File: src/pkg/dmacc_pkg.sv
// constants, field positions and carrier types of the dma channel control
// assumes one 100 MHz clock; byte addresses on an 8-bit register port
package dmacc_pkg;

    localparam int          NCH        = 4;
    localparam int          CNT_W      = 24;
    localparam int          NPER       = 10;

    // per channel block of four words, channel n at n * 16
    localparam logic [1:0]  CH_AREA    = 2'h0;
    localparam logic [3:0]  OFS_SRC    = 4'h0;
    localparam logic [3:0]  OFS_DST    = 4'h4;
    localparam logic [3:0]  OFS_CNT    = 4'h8;
    localparam logic [3:0]  OFS_CTRL   = 4'hC;
    localparam logic [7:0]  OFS_GLOBAL = 8'h40;

    // channel_control fields
    localparam int          CTL_DI     = 20;
    localparam int          CTL_AL     = 16;
    localparam int          CTL_DM     = 14;
    localparam int          CTL_SM     = 12;
    localparam int          CTL_RS     = 8;
    localparam int          CTL_DS     = 6;
    localparam int          CTL_TM     = 5;
    localparam int          CTL_TS     = 3;
    localparam int          CTL_IE     = 2;
    localparam int          CTL_TE     = 1;
    localparam int          CTL_DE     = 0;
    localparam logic [31:0] CTL_RST    = 32'h0000_0000;
    localparam logic [31:0] CTL_WMASK  = 32'h0000_FF3D;
    localparam logic [31:0] CTL_WM01   = 32'h0001_0040;
    localparam logic [31:0] CTL_WM3    = 32'h0010_0000;

    // global_operation_control fields
    localparam int          GLB_AE     = 2;
    localparam int          GLB_NMI_FLAG   = 1;
    localparam int          GLB_ME     = 0;

    localparam logic [3:0]  RS_EXT_DUAL  = 4'h0;
    localparam logic [3:0]  RS_EXT_M2D   = 4'h2;
    localparam logic [3:0]  RS_EXT_D2M   = 4'h3;
    localparam logic [3:0]  RS_AUTO      = 4'h4;
    localparam logic [3:0]  RS_PER_FIRST = 4'h6;

    localparam logic [1:0]  STEP_INC   = 2'h1;
    localparam logic [1:0]  STEP_DEC   = 2'h2;
    localparam logic [1:0]  SZ_LONG    = 2'h2;

    typedef struct packed {
        logic [7:0]  addr;
        logic [31:0] wdata;
        logic        we;
        logic        re;
    } dmacc_bus_t;

    typedef struct packed {
        logic [1:0]  ch;
        logic [31:0] src;
        logic [31:0] dst;
        logic [1:0]  size;
        logic        single;
        logic        dev2mem;
        logic        burst;
        logic        indirect;
    } dmacc_xfer_t;

endpackage

File: src/rtl/dmacc_core.sv
// four-channel dma control: registers, request sampling, arbitration, counting
// assumes an outside bus sequencer that runs each unit and pulses i_xfer_done
//
// Chosen here: the plain strobed port and the register offsets.
`timescale 1ns/1ps
module dmacc_core
    import dmacc_pkg::*;
(
    input  wire logic              i_ref_clk,
    input  wire logic              i_rst_n,
    input  wire logic              i_standby,
    input  wire dmacc_bus_t        i_bus,
    output logic [31:0]            o_rdata,
    input  wire logic [1:0]        i_xfer_req_n,
    input  wire logic [NPER-1:0]   i_periph_req,
    input  wire logic              i_nmi,
    input  wire logic              i_addr_err,
    output dmacc_xfer_t            o_xfer,
    output logic                   o_xfer_valid,
    input  wire logic              i_xfer_done,
    output logic [1:0]             o_ack,
    output logic [NCH-1:0]         o_end_irq
);

    typedef enum logic [1:0] {ST_IDLE, ST_XFER, ST_GAP} dmacc_state_t;

    logic [31:0]       ctrl_ff [NCH];
    logic [31:0]       src_ff  [NCH];
    logic [31:0]       dst_ff  [NCH];
    logic [CNT_W-1:0]  cnt_ff  [NCH];
    logic [NCH-1:0]    te_seen_ff;
    logic [NCH-1:0]    pend_ff;
    logic              me_ff;
    logic              nmi_flag_ff;
    logic              ae_ff;
    logic              nmi_flag_seen_ff;
    logic              ae_seen_ff;
    logic [1:0]        pin_d_ff;
    logic [NPER-1:0]   per_d_ff;
    dmacc_state_t      state_ff;
    logic [1:0]        cur_ff;
    logic              own_vld_ff;
    logic [1:0]        own_ff;
    dmacc_xfer_t       xfer_ff;
    logic [31:0]       rdata_ff;
    logic [1:0]        ack_ff;
    logic [NCH-1:0]    irq_ff;

    logic [NCH-1:0]    ch_en;
    logic [NCH-1:0]    req;
    logic [NCH-1:0]    edge_ev;
    logic              ch_sel;
    logic [1:0]        ch_idx;
    logic [3:0]        reg_idx;
    logic              wr_glb;
    logic              rd_glb;
    logic              unit_done;
    logic              abort;
    logic              last_unit;
    logic              pick_vld;
    logic [1:0]        pick;

    assign ch_sel  = i_bus.addr[7:6] == CH_AREA;
    assign ch_idx  = i_bus.addr[5:4];
    assign reg_idx = i_bus.addr[3:0];
    assign wr_glb  = i_bus.we && i_bus.addr == OFS_GLOBAL;
    assign rd_glb  = i_bus.re && i_bus.addr == OFS_GLOBAL;

    function automatic logic [31:0] step_addr(input logic [31:0] a,
                                              input logic [1:0]  mode,
                                              input logic [1:0]  sz);
        logic [31:0] inc;
        inc = 32'h0000_0001 << sz;
        if (mode == STEP_INC)
            step_addr = a + inc;
        else if (mode == STEP_DEC)
            step_addr = a - inc;
        else
            step_addr = a;
    endfunction

    function automatic logic [31:0] wmask(input int ch);
        wmask = CTL_WMASK;
        if (ch < 2)
            wmask = wmask | CTL_WM01;
        if (ch == 3)
            wmask = wmask | CTL_WM3;
    endfunction

    // per-channel enable and request view
    always_comb
    begin
        for (int i = 0; i < NCH; i++)
        begin
            logic [3:0] rs;
            rs = ctrl_ff[i][CTL_RS+:4];
            ch_en[i] = ctrl_ff[i][CTL_DE] && me_ff && !ctrl_ff[i][CTL_TE]
                       && !nmi_flag_ff && !ae_ff;
            edge_ev[i] = 1'b0;
            req[i] = 1'b0;
            if (rs == RS_AUTO)
                req[i] = 1'b1;
            else if (rs >= RS_PER_FIRST)
            begin
                edge_ev[i] = i_periph_req[rs - RS_PER_FIRST]
                             && !per_d_ff[rs - RS_PER_FIRST];
                req[i] = pend_ff[i];
            end
            else if ((rs == RS_EXT_DUAL || rs == RS_EXT_M2D || rs == RS_EXT_D2M)
                     && i < 2)
            begin
                edge_ev[i] = pin_d_ff[i] && !i_xfer_req_n[i];
                if (ctrl_ff[i][CTL_DS])
                    req[i] = pend_ff[i];
                else
                    req[i] = !i_xfer_req_n[i];
            end
            req[i] = req[i] && ch_en[i];
        end
    end

    // lowest channel wins; a burst owner keeps the bus while it still asks
    always_comb
    begin
        pick_vld = |req;
        pick     = 2'h0;
        for (int i = NCH - 1; i >= 0; i--)
            if (req[i])
                pick = 2'(i);
        if (own_vld_ff && req[own_ff])
            pick = own_ff;
    end

    assign abort     = state_ff == ST_XFER && !ch_en[cur_ff];
    assign unit_done = state_ff == ST_XFER && !abort && i_xfer_done;
    assign last_unit = cnt_ff[cur_ff] == CNT_W'(1);

    always_ff @(posedge i_ref_clk or negedge i_rst_n)
    begin
        if (!i_rst_n)
        begin
            pin_d_ff <= 2'h3;
            per_d_ff <= '0;
        end
        else
        begin
            pin_d_ff <= i_xfer_req_n;
            per_d_ff <= i_periph_req;
        end
    end

    // latched edge requests; only those seen while enabled count
    always_ff @(posedge i_ref_clk or negedge i_rst_n)
    begin
        if (!i_rst_n)
            pend_ff <= '0;
        else
            for (int i = 0; i < NCH; i++)
                if (i_standby || !ch_en[i])
                    pend_ff[i] <= 1'b0;
                else if (edge_ev[i])
                    pend_ff[i] <= 1'b1;
                else if (unit_done && cur_ff == 2'(i))
                    pend_ff[i] <= 1'b0;
    end

    always_ff @(posedge i_ref_clk or negedge i_rst_n)
    begin
        if (!i_rst_n)
        begin
            state_ff   <= ST_IDLE;
            cur_ff     <= 2'h0;
            own_vld_ff <= 1'b0;
            own_ff     <= 2'h0;
            xfer_ff    <= '0;
        end
        else if (i_standby)
        begin
            state_ff   <= ST_IDLE;
            own_vld_ff <= 1'b0;
        end
        else
        begin
            unique case (state_ff)
                ST_IDLE:
                    if (pick_vld)
                    begin
                        logic [31:0] c;
                        c = ctrl_ff[pick];
                        state_ff         <= ST_XFER;
                        cur_ff           <= pick;
                        xfer_ff.ch       <= pick;
                        xfer_ff.src      <= src_ff[pick];
                        xfer_ff.dst      <= dst_ff[pick];
                        xfer_ff.size     <= c[CTL_TS+:2];
                        xfer_ff.single   <= c[CTL_RS+:4] == RS_EXT_M2D
                                            || c[CTL_RS+:4] == RS_EXT_D2M;
                        xfer_ff.dev2mem  <= c[CTL_RS+:4] == RS_EXT_D2M;
                        xfer_ff.burst    <= c[CTL_TM];
                        xfer_ff.indirect <= pick == 2'h3 && c[CTL_DI];
                    end
                    else
                        own_vld_ff <= 1'b0;
                ST_XFER:
                    if (abort)
                    begin
                        state_ff   <= ST_IDLE;
                        own_vld_ff <= 1'b0;
                    end
                    else if (unit_done)
                    begin
                        // cycle steal hands the bus back for two cycles (ST_GAP, then ST_IDLE)
                        own_vld_ff <= xfer_ff.burst && !last_unit;
                        own_ff     <= cur_ff;
                        state_ff   <= xfer_ff.burst ? ST_IDLE : ST_GAP;
                    end
                ST_GAP:
                    state_ff <= ST_IDLE;
                default:
                    state_ff <= ST_IDLE;
            endcase
        end
    end

    // address and count registers; a software write beats the stepping
    always_ff @(posedge i_ref_clk or negedge i_rst_n)
    begin
        if (!i_rst_n)
            for (int i = 0; i < NCH; i++)
            begin
                src_ff[i] <= '0;
                dst_ff[i] <= '0;
                cnt_ff[i] <= '0;
            end
        else
            for (int i = 0; i < NCH; i++)
            begin
                logic       fixed;
                logic [1:0] ssz;
                fixed = ctrl_ff[i][CTL_RS+:4] == RS_EXT_D2M;
                ssz   = (i == 3 && ctrl_ff[i][CTL_DI]) ? SZ_LONG
                        : ctrl_ff[i][CTL_TS+:2];
                if (i_bus.we && ch_sel && ch_idx == 2'(i) && reg_idx == OFS_SRC)
                    src_ff[i] <= i_bus.wdata;
                else if (unit_done && cur_ff == 2'(i) && !fixed)
                    src_ff[i] <= step_addr(src_ff[i], ctrl_ff[i][CTL_SM+:2], ssz);
                if (i_bus.we && ch_sel && ch_idx == 2'(i) && reg_idx == OFS_DST)
                    dst_ff[i] <= i_bus.wdata;
                else if (unit_done && cur_ff == 2'(i) && !fixed)
                    dst_ff[i] <= step_addr(dst_ff[i], ctrl_ff[i][CTL_DM+:2],
                                           ctrl_ff[i][CTL_TS+:2]);
                if (i_bus.we && ch_sel && ch_idx == 2'(i) && reg_idx == OFS_CNT)
                    cnt_ff[i] <= i_bus.wdata[CNT_W-1:0];
                else if (unit_done && cur_ff == 2'(i))
                    cnt_ff[i] <= cnt_ff[i] - CNT_W'(1);
            end
    end

    // channel_control; the end flag set wins over a clear in the same cycle
    always_ff @(posedge i_ref_clk or negedge i_rst_n)
    begin
        if (!i_rst_n)
        begin
            for (int i = 0; i < NCH; i++)
                ctrl_ff[i] <= CTL_RST;
            te_seen_ff <= '0;
        end
        else if (i_standby)
        begin
            for (int i = 0; i < NCH; i++)
                ctrl_ff[i] <= CTL_RST;
            te_seen_ff <= '0;
        end
        else
            for (int i = 0; i < NCH; i++)
            begin
                logic hit_w;
                logic hit_r;
                logic te_set;
                hit_w  = i_bus.we && ch_sel && ch_idx == 2'(i) && reg_idx == OFS_CTRL;
                hit_r  = i_bus.re && ch_sel && ch_idx == 2'(i) && reg_idx == OFS_CTRL;
                te_set = unit_done && cur_ff == 2'(i) && last_unit;
                if (hit_w)
                begin
                    ctrl_ff[i] <= (i_bus.wdata & wmask(i))
                                  | (ctrl_ff[i] & ~wmask(i));
                    ctrl_ff[i][CTL_TE] <= te_set || (ctrl_ff[i][CTL_TE]
                                          && !(te_seen_ff[i] && !i_bus.wdata[CTL_TE]));
                    te_seen_ff[i] <= 1'b0;
                end
                else
                begin
                    if (te_set)
                        ctrl_ff[i][CTL_TE] <= 1'b1;
                    if (hit_r && ctrl_ff[i][CTL_TE])
                        te_seen_ff[i] <= 1'b1;
                end
            end
    end

    // global_operation_control: master enable, nmi and address error flags
    always_ff @(posedge i_ref_clk or negedge i_rst_n)
    begin
        if (!i_rst_n)
        begin
            me_ff        <= 1'b0;
            nmi_flag_ff      <= 1'b0;
            ae_ff        <= 1'b0;
            nmi_flag_seen_ff <= 1'b0;
            ae_seen_ff   <= 1'b0;
        end
        else if (i_standby)
        begin
            me_ff        <= 1'b0;
            nmi_flag_ff      <= 1'b0;
            ae_ff        <= 1'b0;
            nmi_flag_seen_ff <= 1'b0;
            ae_seen_ff   <= 1'b0;
        end
        else
        begin
            if (wr_glb)
            begin
                me_ff        <= i_bus.wdata[GLB_ME];
                nmi_flag_seen_ff <= 1'b0;
                ae_seen_ff   <= 1'b0;
            end
            else
            begin
                if (rd_glb && nmi_flag_ff)
                    nmi_flag_seen_ff <= 1'b1;
                if (rd_glb && ae_ff)
                    ae_seen_ff <= 1'b1;
            end
            if (i_nmi)
                nmi_flag_ff <= 1'b1;
            else if (wr_glb && nmi_flag_seen_ff && !i_bus.wdata[GLB_NMI_FLAG])
                nmi_flag_ff <= 1'b0;
            if (i_addr_err)
                ae_ff <= 1'b1;
            else if (wr_glb && ae_seen_ff && !i_bus.wdata[GLB_AE])
                ae_ff <= 1'b0;
        end
    end

    // read data stands one cycle after the strobe; unmapped reads give zero
    always_ff @(posedge i_ref_clk or negedge i_rst_n)
    begin
        if (!i_rst_n)
            rdata_ff <= '0;
        else if (rd_glb)
            rdata_ff <= {29'h0, ae_ff, nmi_flag_ff, me_ff};
        else if (i_bus.re && ch_sel)
            unique case (reg_idx)
                OFS_SRC:  rdata_ff <= src_ff[ch_idx];
                OFS_DST:  rdata_ff <= dst_ff[ch_idx];
                OFS_CNT:  rdata_ff <= {8'h00, cnt_ff[ch_idx]};
                OFS_CTRL: rdata_ff <= ctrl_ff[ch_idx];
                default:  rdata_ff <= '0;
            endcase
        else
            rdata_ff <= '0;
    end

    always_ff @(posedge i_ref_clk or negedge i_rst_n)
    begin
        if (!i_rst_n)
        begin
            ack_ff <= 2'h0;
            irq_ff <= '0;
        end
        else
        begin
            for (int i = 0; i < 2; i++)
                ack_ff[i] <= (state_ff == ST_XFER && !abort && cur_ff == 2'(i))
                             ^ ctrl_ff[i][CTL_AL];
            for (int i = 0; i < NCH; i++)
                irq_ff[i] <= ctrl_ff[i][CTL_TE] && ctrl_ff[i][CTL_IE];
        end
    end

    assign o_rdata      = rdata_ff;
    assign o_xfer       = xfer_ff;
    assign o_xfer_valid = state_ff == ST_XFER && !abort;
    assign o_ack        = ack_ff;
    assign o_end_irq    = irq_ff;

endmodule

File: config.mk
export PLATFORM = sky130hd
export DESIGN_NAME = dmacc_core
export DESIGN_NICKNAME = d
export VERILOG_FILES = /design/src/pkg/dmacc_pkg.sv /design/src/rtl/dmacc_core.sv
export SDC_FILE = /design/constraint.sdc
export NUM_CORES = 2
export LEC_CHECK = 0
export ABC_CLOCK_PERIOD_IN_PS = 4600
export BUFFER_PORTS_ARGS = -buffer_cell sky130_fd_sc_hd__buf_2
export CAP_MARGIN = 25
export CELL_PAD_IN_SITES_DETAIL_PLACEMENT = 0
export CELL_PAD_IN_SITES_GLOBAL_PLACEMENT = 1
export CORE_MARGIN = 2
export CORE_UTILIZATION = 48
export CTS_CLUSTER_DIAMETER = 120
export DETAILED_ROUTE_END_ITERATION = 10
export GPL_ROUTABILITY_DRIVEN = 0
export HOLD_SLACK_MARGIN = 0.08
export PLACE_DENSITY = 0.86
export SYNTH_ARGS = -nofsm -noshare
export SYNTH_HDL_FRONTEND = slang
export SYNTH_SLANG_ARGS = --single-unit
File: constraint.sdc
create_clock -name i_ref_clk -period 4.6 [get_ports i_ref_clk]
set_input_delay 0.92 -clock i_ref_clk [delete_from_list [all_inputs] [get_ports i_ref_clk]]
set_output_delay 0.92 -clock i_ref_clk [all_outputs]
set_load 0.05 [all_outputs]
# Yosys cells after proc, flatten, opt, wreduce, memory -nomap -nowiden
# Cells that the tools add are included.
[totals] ff_bits=620 in_bits=60 output_inout_bits=111 elab_cells=543
[op_classes] n_addsub=24 magnitude_cmp=13 eq_ne=44 shift=5 mux=184 bitwise=20 reduce_logical=204
[ops] operator="$mux W32" count=50
[ops] operator="$bmux W32 S2" count=6
[ops] operator="$mux W24" count=12
[ops] operator="$add A32 B32 Y32" count=8
[ops] operator="$sub A32 B32 Y32" count=8
[ops] operator="$and A32 B32 Y32" count=6
[ops] operator="$shl A1 B2 Y32 const A" count=5
[ops] operator="$mux W128" count=1
[ops] operator="$pmux W32 S4" count=1
[ops] operator="$mux W30" count=4
[ops] operator="$logic_and A1 B1 Y1" count=100
[ops] operator="$bmux W24 S2" count=2
[ops] operator="$not A32 Y32" count=3
[ops] operator="$or A32 B32 Y32" count=3
[ops] operator="$sub A24 B1 Y24 const B" count=4
[ops] operator="$mux W1" count=82
[ops] operator="$reduce_bool A3 Y1" count=25
[ops] operator="$mux W21" count=2
[ops] operator="$reduce_bool A2 Y1" count=17
[ops] operator="$bmux W1 S4" count=8
[ops] operator="$eq A4 B2 Y1 const B" count=8
[ops] operator="$or A16 B32 Y32" count=1
[ops] operator="$logic_not A1 Y1" count=29
[ops] operator="$eq A2 B2 Y1 const B" count=13
[ops] operator="other kinds (27)" count=96

# Depth between registers and ports, before layout
[depth] word_depth=17 ltp_mapped=17 depth_no_buf=16

# Worst setup path after synthesis
# Ideal clock, no wire load.
[synth_timing] kind="reg2reg" start="register ctrl_ff[47] (netlist bit)" end="register dst_ff[62] (netlist bit)" setup_ns=0.082 arrival_ns=4.084 required_time_ns=4.518 setup_slack_ns=0.435 stages_incl_launch_ff=16 n_path_buf=0 synth_period_minus_slack_ns=4.165 cell_sequence="dfrtp_1 -> nand2b_1 -> nor2_1 -> nor2_1 -> fa_1 -> a21o_1 -> a21o_1 -> a2111oi_1 -> o31ai_1 -> o21a_1 -> o221ai_1 -> o21ai_1 -> a21o_1 -> a21oi_1 -> mux2_2 -> a31oi_1"
[synth_via] elab_chain_cells=4 elab_cells_between_ends=7 classes_between="2 x eq/ne; 3 x mux; 2 x reduce/logical"
[synth_lines] item="start, declared" line_no="dmacc_core.sv:27" text="logic [31:0] ctrl_ff [NCH];"
[synth_lines] item="start signal, assigned by index" line_no="dmacc_core.sv:285" text="ctrl_ff[i] <= (i_bus.wdata & wmask(i))"
[synth_lines] item="start signal, assigned by index" line_no="dmacc_core.sv:287" text="ctrl_ff[i][CTL_TE] <= te_set || (ctrl_ff[i][CTL_TE]"
[synth_lines] item="$eq A2 B1 Y1" line_no="dmacc_core.sv:74" text="if (mode == STEP_INC)"
[synth_lines] item="$mux W32" line_no="dmacc_core.sv:74"
[synth_lines] item="$mux W32" line_no="dmacc_core.sv:249" text="else if (unit_done && cur_ff == 2'(i) && !fixed)"
[synth_lines] item="$mux W32" line_no="dmacc_core.sv:247" text="if (i_bus.we && ch_sel && ch_idx == 2'(i) && reg_idx == OFS_DST)"
[synth_lines] item="end signal, assigned by index" line_no="dmacc_core.sv:248" text="dst_ff[i] <= i_bus.wdata;"
[synth_lines] item="end signal, assigned by index" line_no="dmacc_core.sv:250" text="dst_ff[i] <= step_addr(dst_ff[i], ctrl_ff[i][CTL_DM+:2],"
[synth_lines] item="end, declared" line_no="dmacc_core.sv:29" text="logic [31:0] dst_ff [NCH];"
# Parallel ways exist; a longest one is shown, timed or not. The select of a mux whose other input is x is not followed.
# A chain may end at the register's enable or synchronous reset.

# Final worst setup path
[layout_timing] start="register ctrl_ff[68] (netlist bit)" end="register dst_ff[94] (netlist bit)"
[layout_via] elab_chain_cells=6 elab_cells_between_ends=7 classes_between="2 x add/sub; 1 x shift; 4 x mux"
[layout_lines] item="$shl A1 B2 Y32 (*)" line_no="dmacc_core.sv:73" text="inc = 32'h0000_0001 << sz;"
[layout_lines] item="$sub A32 B32 Y32" line_no="dmacc_core.sv:77" text="step_addr = a - inc;"
[layout_lines] item="$mux W32" line_no="dmacc_core.sv:76" text="else if (mode == STEP_DEC)"
[layout_lines] item="$mux W32 (*)" line_no="dmacc_core.sv:74"
[layout_lines] item="$mux W32 (*)" line_no="dmacc_core.sv:249"
[layout_lines] item="$mux W32 (*)" line_no="dmacc_core.sv:247"
# Mark *: on every way between the ends. The rest lies on a longest branch, timed or not. The select of a mux whose other input is x is not followed.

==> results.ini <==
[outcome]
status = finished, final reports clean

[hold_path]
hp-class = primary input to flip-flop
min_from = i_xfer_req_n[0]

[floorplanning]
io_pins = 171
initial_utilization_pct = 48.5
num_rows = 108
core_um2 = 86900
die_h_um = 300
dieWidth_um = 300
design.die.area_um2 = 90100

[critical_path]
critical_path_class = flip-flop to flip-flop
critPathRequiredTime_ns = 5.14
timing.rr.start = ctrl_ff[68]$_DFFE_PN0N_
cp_slowest_cell = o31ai_1
critPathMaxStageDelay_ns = 0.54
path_max_fanout = 9
crit_start = ctrl_ff[68]$_DFFE_PN0N_
arrival_ns = 4.84
startpoint_type = flip-flop
endpoint_kind = flip-flop
crit_path_cell_trace = nor2_1 > ha_1 > fa_1 > a21o_1 > a41oi_1 > a31oi_1 > o2111a_1 > o31ai_1 > o31ai_1 > a21o_1 > a2111o_1 > a31oi_1 > xor2_1 > a211oi_1

[logic_synthesis]
yosys_most_used_dff = dfrtp_1
synth_top_area_share_pct = 32.8
synth_most_common_cell = nand2_1
synth_top_family_by_area = compound AO/OA/AOI/OAI gates
synth_warnings = 0
synth_mux_area_share_pct = 6.57
postSynthAreaPerCell_um2 = 8.06
ys_seq_area_share_pct = 32.9
ys_top_cells_by_area = dfrtp_1 (33%), nand2_1 (8.8%), ha_1 (7.6%)
synth-async-reset-ratio_pct = 100
synth-simple-area-share_pct = 21.1
synth_compound_area_share_pct = 21.7
synth_edf_count = 0
yosysTopAreaCell = dfrtp_1
synth_seq_cells = 553
synth_area_um2 = 42100
yosysUniqueCellTypes = 96
synth_adder_area_share_pct = 7.99
synth_nets = 5545
yosys-top-cells-count = nand2_1 (991), a21oi_1 (585), dfrtp_1 (551)
synth-xor-area-share_pct = 6.32
synthCells = 5221

[clock_network]
clkLatencyLatePin_ns = 0.65
clock_sinks = 553
cts_buffers = 70
cts_resized = 0
postCtsSetupBuffers = 0
cts.htree.levels = 3
cts.path.max_buffers = 3
cts_root_buf = clkbuf_16
clk_pin_slew_ns = 0.06
holdBufCountCts = 1
cts_tree = done

[detailed_routing]
vias = 41113
postRouteAntennaNets = 0
drt-initial-drc-count = 4869
wl_per_cell_um = 25.3
vias_per_cell = 6.32
drcViolationCount = 0
wirelength_mm = 164
firstDrtPassIters = 8

[sta]
final.setup.tns_ns = 0
slew_headroom_pct = 26.7
timing.hold.ws_ns = 0.391
period_minus_slack_ns = 4.30
worstMarginPinSlew_ns = 1.10
slew_viol_final = 0
setup_viol_count_final = 0
min_period_over_period_pct = 93.4
rsz0062_at_grt = no
fmax_ghz = 0.233
fin_skew_ns = 0.0354
fin_ws_ns = 0.302
hold_viol_final = 0

[placed_design]
dp_slack_ns = 0.403
postPlaceCellArea_um2 = 44500
dpl.hpwl_mm = 118
port_buffers = 170
place_inst = 6378

[layout]
final_cell_area_um2 = 46900
syn_to_final_growth_pct = 11.4
drive_above_1_share_pct = 11.0
fin_nets = 5620
fin_util_pct = 54.0
final_cells = 6505

[flow_run]
drv_cap = 0

[global_route]
grt_antenna_before_repair = 9
globalRouteTotalUtil_pct = 36.2
grt_max_degree = 148
grt-ovfl-total = 0
grt_pass1_vias = 38355
grt_pass1_wl_mm = 245

[power_and_ir_drop]
power.density_nw_per_um2 = 335
power.total_mw = 15.7
p_leak_nw = 21.6
irDropWorstVdd_uv = 253

==> area by class of cell <==
| type | instances | area, µm² |
|---|---|---|
| fillers | 8118 | 40000 |
| clock buffers | 98 | 2000 |
| flip-flops and latches | 553 | 13800 |
| inverters | 71 | 267 |
| repair buffers | 306 | 2090 |
| diodes | 2 | 5.00 |
| well taps | 1155 | 1450 |
| clock inverters | 26 | 349 |
| multi-input cells | 4294 | 26900 |
==> power by group <==
part / switching [mW] / total, mW / internal [mW]
clock: 2.38 / 5.76 / 3.39
combinational: 2.57 / 4.53 / 1.95
sequential: 0.347 / 5.43 / 5.08
==> per-layer routing <==
layer  track usage [%]  up-vias  part of all wire [%]  routed length, µm
met5                 0        -                 0.038                 63
met4              20.6       10                   6.4              10500
met3              9.71      455                    12              19600
met2              51.3     2219                    41              67300
met1              49.8    19717                    41              66900
li1                  -    18712                     -                  -
==> final timing paths <==
path / to / slack [ns] / cells after the start
setup / recovery: dst_ff[94]$_DFFE_PN0P_ / 0.30 / 14
hold / removal: pin_d_ff[0]$_DFF_PN1_ / 0.39 / 1
setup reg to reg: dst_ff[94]$_DFFE_PN0P_ / 0.30 / 14
hold reg to reg: o_xfer[33]$_DFFE_PN0P_ / 0.47 / 2
max in group asynchronous: src_ff[62]$_DFFE_PN0P_ / 2.71 / 3
min in group asynchronous: o_xfer[12]$_DFFE_PN0P_ / 0.68 / 2
==> logic make-up (layout without fill, tap and decap cells) <==
| family | after synthesis | after routing |
|---|---|---|
| muxes | 135 | 135 |
| AOI/OAI and AO/OA | 1542 | 1542 |
| xor gates and xnor gates | 304 | 304 |
| other | 0 | 2 |
| buffers and inverters | 374 | 501 |
| adders and majority gates | 264 | 264 |
| DFF | 553 | 553 |
| and+or+nand+nor | 2049 | 2049 |
==> worst max-delay path: cells and delay by family (launching register included) <==
family          cells  cell delay (ns)
compound gates     10             2.78
xor+xnor            1             0.09
fa+ha+maj           2             0.67
flops               1             0.50
simple gates        1             0.16
==> sequential cells by signal (all words and copies together), names as in the netlist, 4 cells and up <==
signal	flops
src_ff	128
per_d_ff	10
o_xfer	72
o_end_irq	4
dst_ff	128
pend_ff	4
cnt_ff	96
o_rdata	32
ctrl_ff	61
te_seen_ff	4
==> placed cells by master, fill, tap and decap left out, types with 9 or more instances in the layout <==
cell       instances
a211o_1           11
a211oi_1          29
a21o_1           146
a21oi_1          585
a22oi_1           54
a311oi_1          10
a31oi_1           93
and2_1            24
and3_1            42
buf_12            16
buf_2            167
buf_4            120
clkbuf_1          15
clkbuf_16         71
clkbuf_8          12
clkinv_2          12
dfrtp_1          551
ha_1             256
inv_1             71
mux2i_1           17
mux4_2           111
nand2_1          990
nand2b_1          32
nand3_1          137
nand3b_1          17
nand4_1           22
nor2_1           522
nor2b_1           44
nor3_1            93
nor3b_1           11
nor4_1            24
o211ai_1          12
o21a_1            51
o21ai_0          410
o21bai_1          31
o31ai_1           17
or3_1             33
or4_1              9
xnor2_1          197
xor2_1           107
No activity file was read; power rests on OpenSTA's default activity.
